### src/hdl/aod_pkg.sv
package aod_pkg;
  // ==========================================================
  // register byte offsets
  localparam logic [7:0] ADDR_CTRL   = 8'h00;
  localparam logic [7:0] ADDR_STAT   = 8'h04;
  localparam logic [7:0] ADDR_CHSTAT = 8'h08;

  // ==========================================================
  // control field positions
  localparam int CTL_OLT_EN   = 0;
  localparam int CTL_BLEED    = 1;
  localparam int CTL_LDM      = 2;
  localparam int CTL_HF_SEL   = 3;
  localparam int CTL_HCL      = 4;
  localparam int CTL_LC_ROUTE = 5;
  localparam int CTL_WRN_RTE  = 6;
  localparam int CTL_SD_RTE   = 7;
  localparam int CTL_DIST_LO  = 8;
  localparam int CTL_TWT_LO   = 10;
  localparam int CTL_LMODE_LO = 12;
  localparam int CTL_UMODE_LO = 14;
  localparam logic [15:0] CTRL_RST = 16'h0000;

  // ==========================================================
  // thresholds in analog comparator units
  localparam logic [11:0] OPEN_LIM_LINE   = 12'd300;
  localparam logic [11:0] OPEN_LIM_SPKR   = 12'd100;
  localparam logic [11:0] TEMP_WARN_BASE  = 12'd110;
  localparam logic [11:0] TEMP_WARN_STEP  = 12'd10;
  localparam logic [11:0] TEMP_SD_HI      = 12'd150;
  localparam logic [11:0] TEMP_SD_LO      = 12'd140;
  // pump levels need 13 bits: 4100 mV does not fit in 12
  localparam logic [12:0] PUMP_UV_MV      = 13'd3870;
  localparam logic [12:0] PUMP_OK_MV      = 13'd4100;
  localparam logic [11:0] OFFSET_LIM_MV   = 12'd1000;
  localparam int          HF_DIVIDE_SHIFT = 2;
  localparam logic [1:0]  MODE_TRISTATE   = 2'b00;

  // ==========================================================
  // per-channel analog inputs
  typedef struct packed {
    logic [11:0] load_ohm;
    logic [11:0] load_ma;
    logic [11:0] offset_mv;
    logic [1:0]  dist_pct_code;
    logic        pos_high;
  } aod_chan_t;

  // per-channel drive controls
  typedef struct packed {
    logic neg_low_on;
    logic others_on;
    logic src_2ma;
    logic out_en;
  } aod_drive_t;
endpackage : aod_pkg

### src/hdl/aod_diag.sv
`timescale 1ns/1ps
// Notes on behaviour
// - open test limit is 100 or 300 ohms by line-driver mode bit
// - during open test only negative low sides on, 2mA source on
// - positive output high during test marks that channel open
// - in play with select 0, trip flag set when current over threshold
// - trip flags are not latched and follow current
// - with low-current route on, clip pin is NOR of trip flags
// - high-frequency select quarters the trip threshold
// - offset, clip, thermal and supply flags refresh continuously
// - offset flag per channel shows offset beyond about 1V
// - two-bit select picks 1, 3, 5 or 10 percent clip level
// - saturation flag reads 0 while clipping; clip pins show it
// - warning flag low above limit, no action, self clearing
// - warning limit 110 to 140 degrees in 10 degree steps
// - above 150 shut channels, flag low; resume below 140
// - shutdown route enable puts shutdown flag on fault pin
// - pump below 3.87V sets undervoltage flag, three-states outputs
// - pump flag released only above 4.1V
// - warning and shutdown route bits drive the fault pin
module aod_diag #(
  parameter int NCH = 4
) (
  input  wire logic                  i_clk,          // 50 MHz
  input  wire logic                  i_sys_rst,      // sync, high
  input  wire logic [31:0]           s_axi_awaddr,   // write address
  input  wire logic                  s_axi_awvalid,  // aw valid
  output logic                       s_axi_awready,  // aw ready
  input  wire logic [31:0]           s_axi_wdata,    // write data
  input  wire logic [3:0]            s_axi_wstrb,    // byte enables
  input  wire logic                  s_axi_wvalid,   // w valid
  output logic                       s_axi_wready,   // w ready
  output logic [1:0]                 s_axi_bresp,    // write resp
  output logic                       s_axi_bvalid,   // b valid
  input  wire logic                  s_axi_bready,   // b ready
  input  wire logic [31:0]           s_axi_araddr,   // read address
  input  wire logic                  s_axi_arvalid,  // ar valid
  output logic                       s_axi_arready,  // ar ready
  output logic [31:0]                s_axi_rdata,    // read data
  output logic [1:0]                 s_axi_rresp,    // read resp
  output logic                       s_axi_rvalid,   // r valid
  input  wire logic                  s_axi_rready,   // r ready
  input  wire aod_pkg::aod_chan_t [NCH-1:0] i_chan,  // channel sense
  input  wire logic [11:0]           i_temp_c,       // die temp
  input  wire logic [12:0]           i_pump_mv,      // hold voltage
  input  wire logic [11:0]           i_trip_ma,      // base trip level
  output aod_pkg::aod_drive_t [NCH-1:0] o_drive,     // output drive
  output logic                       o_clip_fault_pin_oe, // high = pull
  output logic                       o_mute_or_clip_pin_oe, // high = pull
  output logic                       o_fault_pin_oe  // high = pull
);

  // ==========================================================
  // input synchronisers
  aod_pkg::aod_chan_t [NCH-1:0] chan_m_q, chan_q;
  logic [11:0] temp_m_q, temp_q, trip_m_q, trip_q;
  logic [12:0] pump_m_q, pump_q;

  always_ff @(posedge i_clk) begin
    chan_m_q <= i_chan;
    chan_q   <= chan_m_q;
    temp_m_q <= i_temp_c;
    temp_q   <= temp_m_q;
    pump_m_q <= i_pump_mv;
    pump_q   <= pump_m_q;
    trip_m_q <= i_trip_ma;
    trip_q   <= trip_m_q;
  end

  // ==========================================================
  // axi4-lite slave
  logic [15:0] ctrl_q;
  logic        aw_hold_q, w_hold_q;
  logic [7:0]  awaddr_q;
  logic [31:0] wdata_q;
  logic [3:0]  wstrb_q;
  logic [31:0] stat_word, chstat_word;

  assign s_axi_awready = !aw_hold_q && !s_axi_bvalid;
  assign s_axi_wready  = !w_hold_q && !s_axi_bvalid;
  assign s_axi_arready = !s_axi_rvalid;

  always_ff @(posedge i_clk) begin
    if (i_sys_rst) begin
      aw_hold_q    <= 1'b0;
      w_hold_q     <= 1'b0;
      awaddr_q     <= 8'h00;
      wdata_q      <= 32'h0000_0000;
      wstrb_q      <= 4'h0;
      s_axi_bvalid <= 1'b0;
      s_axi_bresp  <= 2'b00;
      ctrl_q       <= aod_pkg::CTRL_RST;
    end else begin
      if (s_axi_awvalid && s_axi_awready) begin
        aw_hold_q <= 1'b1;
        awaddr_q  <= s_axi_awaddr[7:0];
      end
      if (s_axi_wvalid && s_axi_wready) begin
        w_hold_q <= 1'b1;
        wdata_q  <= s_axi_wdata;
        wstrb_q  <= s_axi_wstrb;
      end
      if (aw_hold_q && w_hold_q) begin
        aw_hold_q    <= 1'b0;
        w_hold_q     <= 1'b0;
        s_axi_bvalid <= 1'b1;
        if (awaddr_q == aod_pkg::ADDR_CTRL) begin
          s_axi_bresp <= 2'b00;
          if (wstrb_q[0]) ctrl_q[7:0]  <= wdata_q[7:0];
          if (wstrb_q[1]) ctrl_q[15:8] <= wdata_q[15:8];
        end else if (awaddr_q == aod_pkg::ADDR_STAT ||
                     awaddr_q == aod_pkg::ADDR_CHSTAT) begin
          s_axi_bresp <= 2'b00;
        end else begin
          s_axi_bresp <= 2'b10;
        end
      end else if (s_axi_bvalid && s_axi_bready) begin
        s_axi_bvalid <= 1'b0;
      end
    end
  end

  always_ff @(posedge i_clk) begin
    if (i_sys_rst) begin
      s_axi_rvalid <= 1'b0;
      s_axi_rdata  <= 32'h0000_0000;
      s_axi_rresp  <= 2'b00;
    end else if (s_axi_arvalid && s_axi_arready) begin
      s_axi_rvalid <= 1'b1;
      s_axi_rresp  <= 2'b00;
      if (s_axi_araddr[7:0] == aod_pkg::ADDR_CTRL) begin
        s_axi_rdata <= {16'h0000, ctrl_q};
      end else if (s_axi_araddr[7:0] == aod_pkg::ADDR_STAT) begin
        s_axi_rdata <= stat_word;
      end else if (s_axi_araddr[7:0] == aod_pkg::ADDR_CHSTAT) begin
        s_axi_rdata <= chstat_word;
      end else begin
        s_axi_rdata <= 32'h0000_0000;
        s_axi_rresp <= 2'b10;
      end
    end else if (s_axi_rvalid && s_axi_rready) begin
      s_axi_rvalid <= 1'b0;
    end
  end

  // ==========================================================
  // control decode
  logic       olt_en, ldm, hf_sel, lc_route, wrn_route, sd_route;
  logic [1:0] dist_sel, twt_sel, lmode, umode;

  assign olt_en    = ctrl_q[aod_pkg::CTL_OLT_EN];
  assign ldm       = ctrl_q[aod_pkg::CTL_LDM];
  assign hf_sel    = ctrl_q[aod_pkg::CTL_HF_SEL];
  assign lc_route  = ctrl_q[aod_pkg::CTL_LC_ROUTE];
  assign wrn_route = ctrl_q[aod_pkg::CTL_WRN_RTE];
  assign sd_route  = ctrl_q[aod_pkg::CTL_SD_RTE];
  assign dist_sel  = ctrl_q[aod_pkg::CTL_DIST_LO +: 2];
  assign twt_sel   = ctrl_q[aod_pkg::CTL_TWT_LO +: 2];
  assign lmode     = ctrl_q[aod_pkg::CTL_LMODE_LO +: 2];
  assign umode     = ctrl_q[aod_pkg::CTL_UMODE_LO +: 2];

  // ==========================================================
  // status flags, active-low where the hardware reports them so
  logic [NCH-1:0] load_ok_q, trip_q_f, offset_ok_q, sat_q;
  logic           warn_n_q, sd_n_q, pump_uv_q;
  logic [11:0]    trip_lim, warn_lim, open_lim;

  assign trip_lim = hf_sel ? (trip_q >> aod_pkg::HF_DIVIDE_SHIFT)
                           : trip_q;
  assign warn_lim = aod_pkg::TEMP_WARN_BASE +
                    12'(twt_sel) * aod_pkg::TEMP_WARN_STEP;
  assign open_lim = ldm ? aod_pkg::OPEN_LIM_LINE : aod_pkg::OPEN_LIM_SPKR;

  genvar g;
  generate
    for (g = 0; g < NCH; g++) begin : g_ch
      always_ff @(posedge i_clk) begin
        if (i_sys_rst) begin
          load_ok_q[g]   <= 1'b1;
          trip_q_f[g]    <= 1'b0;
          offset_ok_q[g] <= 1'b1;
          sat_q[g]       <= 1'b1;
        end else begin
          if (olt_en) begin
            load_ok_q[g] <= !(chan_q[g].pos_high ||
                              chan_q[g].load_ohm > open_lim);
          end
          trip_q_f[g] <= chan_q[g].load_ma > trip_lim;
          offset_ok_q[g] <= chan_q[g].offset_mv <= aod_pkg::OFFSET_LIM_MV;
          sat_q[g] <= chan_q[g].dist_pct_code < dist_sel;
        end
      end

      always_comb begin
        o_drive[g].neg_low_on = olt_en;
        o_drive[g].others_on  = 1'b0;
        o_drive[g].src_2ma    = olt_en;
        o_drive[g].out_en     = !olt_en && sd_n_q && !pump_uv_q &&
          (((g < 2) ? lmode : umode) != aod_pkg::MODE_TRISTATE);
      end
    end
  endgenerate

  always_ff @(posedge i_clk) begin
    if (i_sys_rst) warn_n_q <= 1'b1;
    else warn_n_q <= !(temp_q > warn_lim);
  end

  always_ff @(posedge i_clk) begin
    if (i_sys_rst) sd_n_q <= 1'b1;
    else if (temp_q > aod_pkg::TEMP_SD_HI) sd_n_q <= 1'b0;
    else if (temp_q < aod_pkg::TEMP_SD_LO) sd_n_q <= 1'b1;
  end

  always_ff @(posedge i_clk) begin
    if (i_sys_rst) pump_uv_q <= 1'b0;
    else if (pump_q < aod_pkg::PUMP_UV_MV) pump_uv_q <= 1'b1;
    else if (pump_q > aod_pkg::PUMP_OK_MV) pump_uv_q <= 1'b0;
  end

  assign stat_word   = {29'h0, pump_uv_q, sd_n_q, warn_n_q};
  assign chstat_word = {16'h0, sat_q, offset_ok_q, trip_q_f, load_ok_q};

  // ==========================================================
  // open-drain pins
  // clip pin
  assign o_clip_fault_pin_oe = (lc_route && (|trip_q_f)) || !(&sat_q);
  assign o_mute_or_clip_pin_oe = !(&sat_q);
  assign o_fault_pin_oe = (sd_route && !sd_n_q) || (wrn_route && !warn_n_q);

  // ==========================================================
  // checks
  property p_sd_hyst;
    @(posedge i_clk) disable iff (i_sys_rst)
      (!sd_n_q && temp_q >= aod_pkg::TEMP_SD_LO) |=> !sd_n_q;
  endproperty
  a_sd_hyst: assert property (p_sd_hyst)
    else $error("shutdown released above low limit");

  property p_pump_hold;
    @(posedge i_clk) disable iff (i_sys_rst)
      (pump_uv_q && pump_q <= aod_pkg::PUMP_OK_MV) |=> pump_uv_q;
  endproperty
  a_pump_hold: assert property (p_pump_hold)
    else $error("pump flag released early");

  property p_pump_off;
    @(posedge i_clk) disable iff (i_sys_rst)
      pump_uv_q |-> !o_drive[0].out_en;
  endproperty
  a_pump_off: assert property (p_pump_off)
    else $error("output enabled under pump undervoltage");

  property p_clip_nor;
    @(posedge i_clk) disable iff (i_sys_rst)
      (lc_route && |trip_q_f) |-> o_clip_fault_pin_oe;
  endproperty
  a_clip_nor: assert property (p_clip_nor)
    else $error("clip pin not pulled on trip");

  property p_fault_sd;
    @(posedge i_clk) disable iff (i_sys_rst)
      (sd_route && !sd_n_q) |-> o_fault_pin_oe;
  endproperty
  a_fault_sd: assert property (p_fault_sd)
    else $error("shutdown not on fault pin");

  property p_olt_drive;
    @(posedge i_clk) disable iff (i_sys_rst)
      olt_en |-> (o_drive[0].neg_low_on && o_drive[0].src_2ma &&
                  !o_drive[0].others_on);
  endproperty
  a_olt_drive: assert property (p_olt_drive)
    else $error("open test drive wrong");

  property p_trip_follow;
    @(posedge i_clk) disable iff (i_sys_rst)
      (chan_q[0].load_ma <= trip_lim) |=> !trip_q_f[0];
  endproperty
  a_trip_follow: assert property (p_trip_follow)
    else $error("trip flag latched");

  property p_warn_follow;
    @(posedge i_clk) disable iff (i_sys_rst)
      (temp_q > warn_lim) |=> !warn_n_q;
  endproperty
  a_warn_follow: assert property (p_warn_follow)
    else $error("warning not raised");

endmodule : aod_diag

### config.mk
export PLATFORM = sky130hd
export DESIGN_NAME = aod_diag
export DESIGN_NICKNAME = d
export VERILOG_FILES = /design/src/hdl/aod_pkg.sv /design/src/hdl/aod_diag.sv
export SDC_FILE = /design/constraint.sdc
export NUM_CORES = 1
export LEC_CHECK = 0
export BUFFER_PORTS_ARGS = -buffer_cell sky130_fd_sc_hd__buf_4
export CORE_UTILIZATION = 46
export CTS_BUF_LIST = sky130_fd_sc_hd__clkbuf_16
export DETAILED_ROUTE_END_ITERATION = 7
export PLACE_DENSITY = 0.81
export SYNTH_ARGS = -nofsm -noshare
export SYNTH_HDL_FRONTEND = slang
export SYNTH_SLANG_ARGS = --single-unit
export TNS_END_PERCENT = 30
### constraint.sdc
create_clock -name i_clk -period 2.1 [get_ports i_clk]
set_input_delay 0.21 -clock i_clk [delete_from_list [all_inputs] [get_ports i_clk]]
set_output_delay 0.21 -clock i_clk [all_outputs]
set_load 0.005 [all_outputs]
==> PnR_summary.wiki, run 1 <==
{| class="wikitable"
! Metric !! Value
|-
| Final count of negative-setup-slack endpoints || 0
|-
| Total grt overflow || 0
|-
| Signal arrival time at the worst endpoint || 2.46 ns
|-
| Post-Route Setup TNS || 0 ns
|-
| Final period demand of the worst path || 2.07 ns
|-
| Top cells by area in the synthesized netlist || sky130_fd_sc_hd__dfxtp_1, sky130_fd_sc_hd__ha_1, sky130_fd_sc_hd__nand2_1, sky130_fd_sc_hd__a21oi_1, sky130_fd_sc_hd__mux2i_1
|-
| Library cell with the highest instance count after synthesis || sky130_fd_sc_hd__dfxtp_1
|-
| Number of synthesized register bits || 469
|-
| Share of the synthesized area in the top cell type || 71.7%
|-
| Highest fanout seen on the critical path || 6
|-
| EDFF count, synth || 0
|-
| Post-CTS clock slew at the launch and capture registers of the worst setup and hold paths || 0.07 ns
|-
| Effective utilization at floorplan || 47.0%
|-
| Placed wire-length estimate || 20500 um
|-
| Final weighted congestion in routability-driven placement || 0.796
|-
| Power per cell area || 975 mW/mm2
|-
| Library cell occupying the most area in the post-synthesis netlist || sky130_fd_sc_hd__dfxtp_1
|-
| Root buffer selected by CTS || sky130_fd_sc_hd__clkbuf_16
|-
| Synth cell types || 47
|-
| Remaining antenna violation count || 0
|-
| Area share of xor/xnor cells in the synthesized design || 0%
|-
| Clock tree from TritonCTS || done
|-
| Summed instance area of the synthesized netlist || 0.0131 mm2
|-
| Timing-limited maximum frequency || 0.483 GHz
|-
| Height of the chip || 171 um
|-
| Number of global-route vias before repair || 10200
|-
| Layout overhead on the synthesized area || 47.7%
|-
| Async SR Flop Fraction || 0%
|-
| Leakage power || 0.00856 uW
|-
| Classification of the worst setup path || reg2reg
|-
| Diodes inserted || 0
|-
| Category of the worst setup path capture point || flip-flop
|-
| Internal power of the cells || 14700 uW
|-
| Startpoint class of the critical path || flip-flop
|-
| Number of vias after detailed routing || 9425
|-
| Max-slew violation count || 0
|-
| Clk network pwr share || 42.2%
|-
| Global-route wire length before repair || 53700 um
|-
| Vias per Instance || 4.81
|-
| Total routing resource utilization after global routing || 24.4%
|-
| PortBufs || 271
|-
| Uppermost metal layer occupied by signal nets || met4
|-
| Count of fill cells added during filler insertion || 1783
|-
| I/O Pins || 360
|-
| Sw Ratio || 22.2%
|-
| Post-synthesis area per instance || 12.8 um2
|-
| Warning count from the yosys run || 0
|-
| Final cell count without fillers || 1960
|-
| Most common flop cell mapped by yosys || sky130_fd_sc_hd__dfxtp_1
|-
| Final worst-path cycle share || 98.5%
|-
| TritonCTS buffer count || 44
|-
| Final design area excluding fillers || 0.0193 mm2
|-
| Post-place instance area || 0.0156 mm2
|-
| Antenna violations before repair || 0
|-
| Remaining max-slew budget at the tightest pin || 53.8%
|-
| Chip Width || 171 um
|-
| Share of synthesized cell area in and, or, nand and nor gates || 8.25%
|-
| Cell types with the highest counts after synthesis || sky130_fd_sc_hd__dfxtp_1, sky130_fd_sc_hd__nand2_1, sky130_fd_sc_hd__ha_1
|-
| Total core area || 0.0279 mm2
|-
| Routed WL || 36000 um
|-
| Largest family of logic cells by synthesized area || simple AND/OR/NAND/NOR gates
|-
| Average routed wire per standard cell || 18.4 um
|-
| Instance count of the mapped netlist || 1019
|-
| Fin Clk Skew || 0.0157 ns
|-
| Met1 layer wirelength in the final routing || 13200 um
|-
| Power after layout || 18800 uW
|-
| Sequential fraction of the synthesis area || 71.7%
|-
| Combinational share of power || 7.1%
|-
| Pin count of the biggest net entering global routing || 58
|-
| Peak supply drop || 0.705 mV
|-
| Hold crit path type || in2reg
|-
| Layout cells sized above 1 || 24.4%
|-
| Compound-Gate Fraction of Synth Area || 6.90%
|-
| Total of max-cap violations || 0
|-
| Net switching power figure || 4180 uW
|-
| Worst Path Required || 2.49 ns
|-
| Pin slew with the least headroom to its limit || 0.692 ns
|-
| Count of routing violations after the opening detailed-route iteration || 502
|-
| Sum of met2 wire segment lengths after detailed routing || 19400 um
|-
| Portion of netlist area occupied by mux cells || 2.92%
|-
| Unrepaired setup endpoints after global routing || true
|-
| Synthesized-area fraction occupied by adder cells || 7.27%
|-
| H-tree depth || 2
|-
| NumNets Final || 1926
|-
| Met3 WL post-DR || 2000 um
|-
| Clock latency on the worst-skew pair || 0.55 ns
|-
| Bufs on Longest Clock Path || 3
|-
| Endpoints failing hold || 0
|-
| Inst Count DP || 1660
|-
| Sink Count || 469
|-
| Final cell utilization of the core || 69.4%
|-
| Number of core rows || 61
|-
| Number of remaining DRC errors || 0
|-
| Sequential power share || 50.8%
|-
| Detailed-routing iteration count for the pre-antenna-repair pass || 4
|-
| Die Area || 0.0291 mm2
|-
| Result of the run || completed
|}
cell usage in the layout, fill, tap and decap left out, types with 16 or more instances in the layout:
cell,count
sky130_fd_sc_hd__nor2_1,56
sky130_fd_sc_hd__dfxtp_1,467
sky130_fd_sc_hd__a22oi_1,16
sky130_fd_sc_hd__conb_1,22
sky130_fd_sc_hd__nand2_1,84
sky130_fd_sc_hd__nand4_1,19
sky130_fd_sc_hd__dlygate4sd3_1,222
sky130_fd_sc_hd__a21oi_1,62
sky130_fd_sc_hd__ha_1,76
sky130_fd_sc_hd__buf_4,289
sky130_fd_sc_hd__o21ai_0,17
sky130_fd_sc_hd__inv_1,23
sky130_fd_sc_hd__mux2i_1,22
sky130_fd_sc_hd__clkbuf_16,45
flip-flops by register name, summed over array words and instances (netlist names), 13 cells and up:
name	cells
ctrl_q	16
chan_q	156
chstat_word	16
chan_m_q	156
pump_q	13
s_axi_rdata	16
wdata_q	16
pump_m_q	13
power by group through the flow:
stage | clock, uW | combinational, uW | sequential [uW]
after floorplan | 0 | 433 | 9660
final | 7940 | 1330 | 9560
after detailed placement | 0 | 905 | 9730
after global routing | 8420 | 1430 | 9590
after CTS | 7930 | 1260 | 9540
after global placement | 0 | 869 | 9710
final timing paths:
kind / endpoint / depth (start not counted) / start / slack [ns]
setup / recovery: chstat_word[7]$_SDFF_PP0_ / 8 / ctrl_q[3]$_SDFFE_PP0P_ / 0.03
setup reg to reg: chstat_word[7]$_SDFF_PP0_ / 8 / ctrl_q[3]$_SDFFE_PP0P_ / 0.03
hold reg to reg: chan_q[59]$_DFF_P_ / 0 / chan_m_q[59]$_DFF_P_ / 0.32
hold / removal: s_axi_rresp[1]$_SDFFE_PP0P_ / 3 / s_axi_arvalid / 0.04
final cells by class:
cell class	count	area (um2)	area share (%)
Sequential cell	469	9390	48.6
Multi-Input combinational cell	503	3480	18.0
Clock inverter	34	344	1.78
Tap cell	378	473	2.45
Inverter	17	63.8	0.330
Timing Repair Buffer	515	4470	23.1
Clock buffer	44	1100	5.70
metal layers:
layer,track usage [%],vias to the layer above
met5,0,-
met4,10.6,0
met3,4.44,101
met2,46.9,362
met1,25.6,4458
li1,-,4504
logic make-up after synthesis:
kind of cell	after synthesis
other cells	1
simple gates	223
mux	37
compound gates	145
fa+ha+maj	76
flops	469
buf+inv	68
worst max-delay path, cell delays in order (launching register included):
cell and delay (ns):
sky130_fd_sc_hd__dfxtp_4 0.38, sky130_fd_sc_hd__buf_12 0.15, sky130_fd_sc_hd__mux2i_4 0.28, sky130_fd_sc_hd__ha_1 0.29, sky130_fd_sc_hd__nor2b_1 0.15, sky130_fd_sc_hd__o211ai_1 0.22
sky130_fd_sc_hd__a211oi_2 0.11, sky130_fd_sc_hd__a2111oi_2 0.26, sky130_fd_sc_hd__nor3_1 0.09
repair_timing:
action / in CTS / in global routing
pin swaps: 2 / 3
resized for setup: 6 / 15
hold endpoints to repair: 221 / 0
gates cloned: 0 / 1
buffers inserted: 0 / 0
hold buffers: 222 / 0
endpoints found under the setup margin: 2 / 6
stage by stage:
step | worst slack [ns] | hold WS (ns)
2_1_floorplan | 0.0152 | 0.238
3_3_place_gp | 0.00967 | 0.310
3_5_place_dp | -0.0829 | 0.312
4_1_cts | 0.00210 | 0.0107
5_1_grt | -0.0444 | 0.0724
6_report | 0.0312 | 0.0408
No activity file was read; power rests on OpenSTA's default activity.
==> run 2, diff against run 1 <==
--- a/config.mk
+++ b/config.mk
@@ -6,10 +6,10 @@
 export NUM_CORES = 1
 export LEC_CHECK = 0
 export BUFFER_PORTS_ARGS = -buffer_cell sky130_fd_sc_hd__buf_4
-export CORE_UTILIZATION = 46
+export CORE_UTILIZATION = 30
 export CTS_BUF_LIST = sky130_fd_sc_hd__clkbuf_16
 export DETAILED_ROUTE_END_ITERATION = 7
-export PLACE_DENSITY = 0.81
+export PLACE_DENSITY = 0.59
 export SYNTH_ARGS = -nofsm -noshare
 export SYNTH_HDL_FRONTEND = slang
 export SYNTH_SLANG_ARGS = --single-unit
==> PnR_summary.wiki, run 2 (synthesis gave the netlist of run 1 again) <==
{| class="wikitable"
! Metric !! Value
|-
| Number of vias after detailed routing || 8918
|-
| Combinational share of power || 6.9%
|-
| Number of global-route vias before repair || 9252
|-
| Flop2flop setup slack || 0.08 ns
|-
| Area taken by flip-flops and latches || 0.00939 mm2
|-
| Antenna violations before repair || 1
|-
| Highest fanout seen on the critical path || 6
|-
| Category of the worst setup path capture point || flip-flop
|-
| Pin count of the biggest net entering global routing || 52
|-
| Detailed-routing iteration count for the pre-antenna-repair pass || 4
|-
| Peak supply drop || 0.795 mV
|-
| Sequential power share || 51.3%
|-
| Vias per Instance || 4.09
|-
| Number of core rows || 76
|-
| NumNets Final || 1937
|-
| Unrepaired setup endpoints after global routing || true
|-
| Hold crit path type || in2reg
|-
| Height of the chip || 211 um
|-
| Die Area || 0.0445 mm2
|-
| Startpoint of the lowest-slack hold path || s_axi_araddr[2]
|-
| Net switching power figure || 4130 uW
|-
| Clk network pwr share || 41.8%
|-
| Start of the worst register-to-register path || ctrl_q[3]$_SDFFE_PP0P_
|-
| Worst Path Required || 2.53 ns
|-
| Endpoints failing hold || 0
|-
| Sink Count || 469
|-
| Number of remaining DRC errors || 0
|-
| Final period demand of the worst path || 2.02 ns
|-
| Total routing resource utilization after global routing || 14.5%
|-
| Pin slew with the least headroom to its limit || 0.742 ns
|-
| Total grt overflow || 0
|-
| Placed wire-length estimate || 21900 um
|-
| Post-CTS clock slew at the launch and capture registers of the worst setup and hold paths || 0.07 ns
|-
| TritonCTS buffer count || 46
|-
| Internal power of the cells || 14500 uW
|-
| Total of max-cap violations || 0
|-
| Combined area of the multi-input logic cells || 0.00347 mm2
|-
| H-tree depth || 2
|-
| Remaining max-slew budget at the tightest pin || 50.4%
|-
| PortBufs || 271
|-
| Count of routing violations after the opening detailed-route iteration || 368
|-
| Sw Ratio || 22.2%
|-
| Post-Route Setup TNS || 0 ns
|-
| Worst Hold Path Cells || 4
|-
| Global-route wire length before repair || 49200 um
|-
| Effective utilization at floorplan || 30.4%
|-
| Total core area || 0.0431 mm2
|-
| Remaining antenna violation count || 0
|-
| Root buffer selected by CTS || sky130_fd_sc_hd__clkbuf_16
|-
| Startpoint class of the critical path || flip-flop
|-
| Chip Width || 211 um
|-
| Clock latency on the worst-skew pair || 0.57 ns
|-
| Fin Clk Skew || 0.0144 ns
|-
| Final count of negative-setup-slack endpoints || 0
|-
| Signal arrival time at the worst endpoint || 2.45 ns
|-
| Final weighted congestion in routability-driven placement || 0.767
|-
| Top Registers || chan_m_q (156), chan_q (156)
|-
| Clock tree from TritonCTS || done
|-
| Classification of the worst setup path || reg2reg
|-
| Layout cells sized above 1 || 25.3%
|-
| Average routed wire per standard cell || 14.9 um
|-
| Routed WL || 32500 um
|-
| Power per cell area || 947 mW/mm2
|-
| Timing-limited maximum frequency || 0.495 GHz
|-
| Count of fill cells added during filler insertion || 3823
|-
| Max-slew violation count || 0
|-
| End of the worst hold path || s_axi_rdata[2]$_SDFFE_PP0P_
|-
| Layout overhead on the synthesized area || 50.1%
|-
| Commonest non-fill, non-tap cells in the layout || sky130_fd_sc_hd__dfxtp_1, sky130_fd_sc_hd__buf_4, sky130_fd_sc_hd__dlygate4sd3_1
|-
| R2R depth || 8
|-
| I/O Pins || 360
|-
| Final worst-path cycle share || 96.3%
|-
| Crit path setup slack, layout || 0.0780 ns
|-
| Leakage power || 0.00861 uW
|-
| Endpoint of the worst-slack reg-to-reg timing path || chstat_word[7]$_SDFF_PP0_
|-
| Bufs on Longest Clock Path || 3
|-
| Result of the run || completed
|-
| Most common cell after layout, fill and taps aside || sky130_fd_sc_hd__dfxtp_1
|-
| Pre-CTS setup slack || -0.0523 ns
|}
run 2: power groups by stage:
stage               sequential [uW]  combinational, uW  clock (uW)
floorplan                      9660                433           0
global placement               9720                901           0
detailed placement             9730                920           0
CTS                            9540               1280        7960
global route                   9570               1420        8370
finish                         9530               1290        7770
run 2: how the worst max path moves through the flow:
stage / startpoint / to / slack, ns / depth (start not counted)
3_3_place_gp: ctrl_q[3]$_SDFFE_PP0P_ / chstat_word[6]$_SDFF_PP0_ / 0.02 / 8
2_1_floorplan: ctrl_q[3]$_SDFFE_PP0P_ / chstat_word[6]$_SDFF_PP0_ / 0.02 / 8
6_report: ctrl_q[3]$_SDFFE_PP0P_ / chstat_word[7]$_SDFF_PP0_ / 0.08 / 8
3_5_place_dp: ctrl_q[3]$_SDFFE_PP0P_ / chstat_word[6]$_SDFF_PP0_ / -0.05 / 8
4_1_cts: ctrl_q[3]$_SDFFE_PP0P_ / chstat_word[6]$_SDFF_PP0_ / -0.01 / 8
5_1_grt: ctrl_q[3]$_SDFFE_PP0P_ / chstat_word[7]$_SDFF_PP0_ / -0.03 / 8
run 2: area by class of cell:
type,instances,share of cell area (%)
repair buffers,524,23.1
multi-input cells,503,17.7
flip-flops and latches,469,47.8
clock inverters,37,1.44
inverters,17,0.325
clock buffers,46,5.86
well taps,585,3.73
diodes,1,0.0127
run 2: critical path: stages, from the launching register on:
cell	delay (ns)
sky130_fd_sc_hd__dfxtp_4	0.38
sky130_fd_sc_hd__buf_12	0.14
sky130_fd_sc_hd__mux2i_4	0.26
sky130_fd_sc_hd__ha_1	0.27
sky130_fd_sc_hd__nor2b_1	0.13
sky130_fd_sc_hd__o211ai_1	0.17
sky130_fd_sc_hd__a211oi_1	0.12
sky130_fd_sc_hd__a2111oi_1	0.31
sky130_fd_sc_hd__nor3_1	0.09
run 2: through the flow:
step | instances | instance area (um2) | utilization [%] | power (uW) | hold WS (ns)
finish | 2182 | 19600 | 45.6 | 18600 | 0.0968
global route | 2182 | 19600 | 45.6 | 19400 | 0.0723
CTS | 2180 | 19500 | 45.4 | 18800 | 0.0497
detailed placement | 1873 | 15900 | 36.8 | 10600 | 0.312
global placement | 1873 | 15900 | 36.8 | 10600 | 0.310
floorplan | 1040 | 13200 | - | 10100 | 0.238
run 2: metal layers:
metal	global-route usage (%)	part of all wire [%]	vias to the layer above
met3	4.13	5.9	46
li1	-	-	4530
met2	25.1	50	211
met1	17.1	42	4131
met5	0	0	-
met4	5.12	2.5	0
run 2: repair_timing:
item / CTS / global route
gates cloned: 0 / 1
gates resized for setup: 4 / 14
pin swaps: 1 / 7
endpoints found under the hold margin: 222 / 0
hold buffers: 224 / 0
buffers inserted: 0 / 1
setup endpoints to repair: 6 / 8
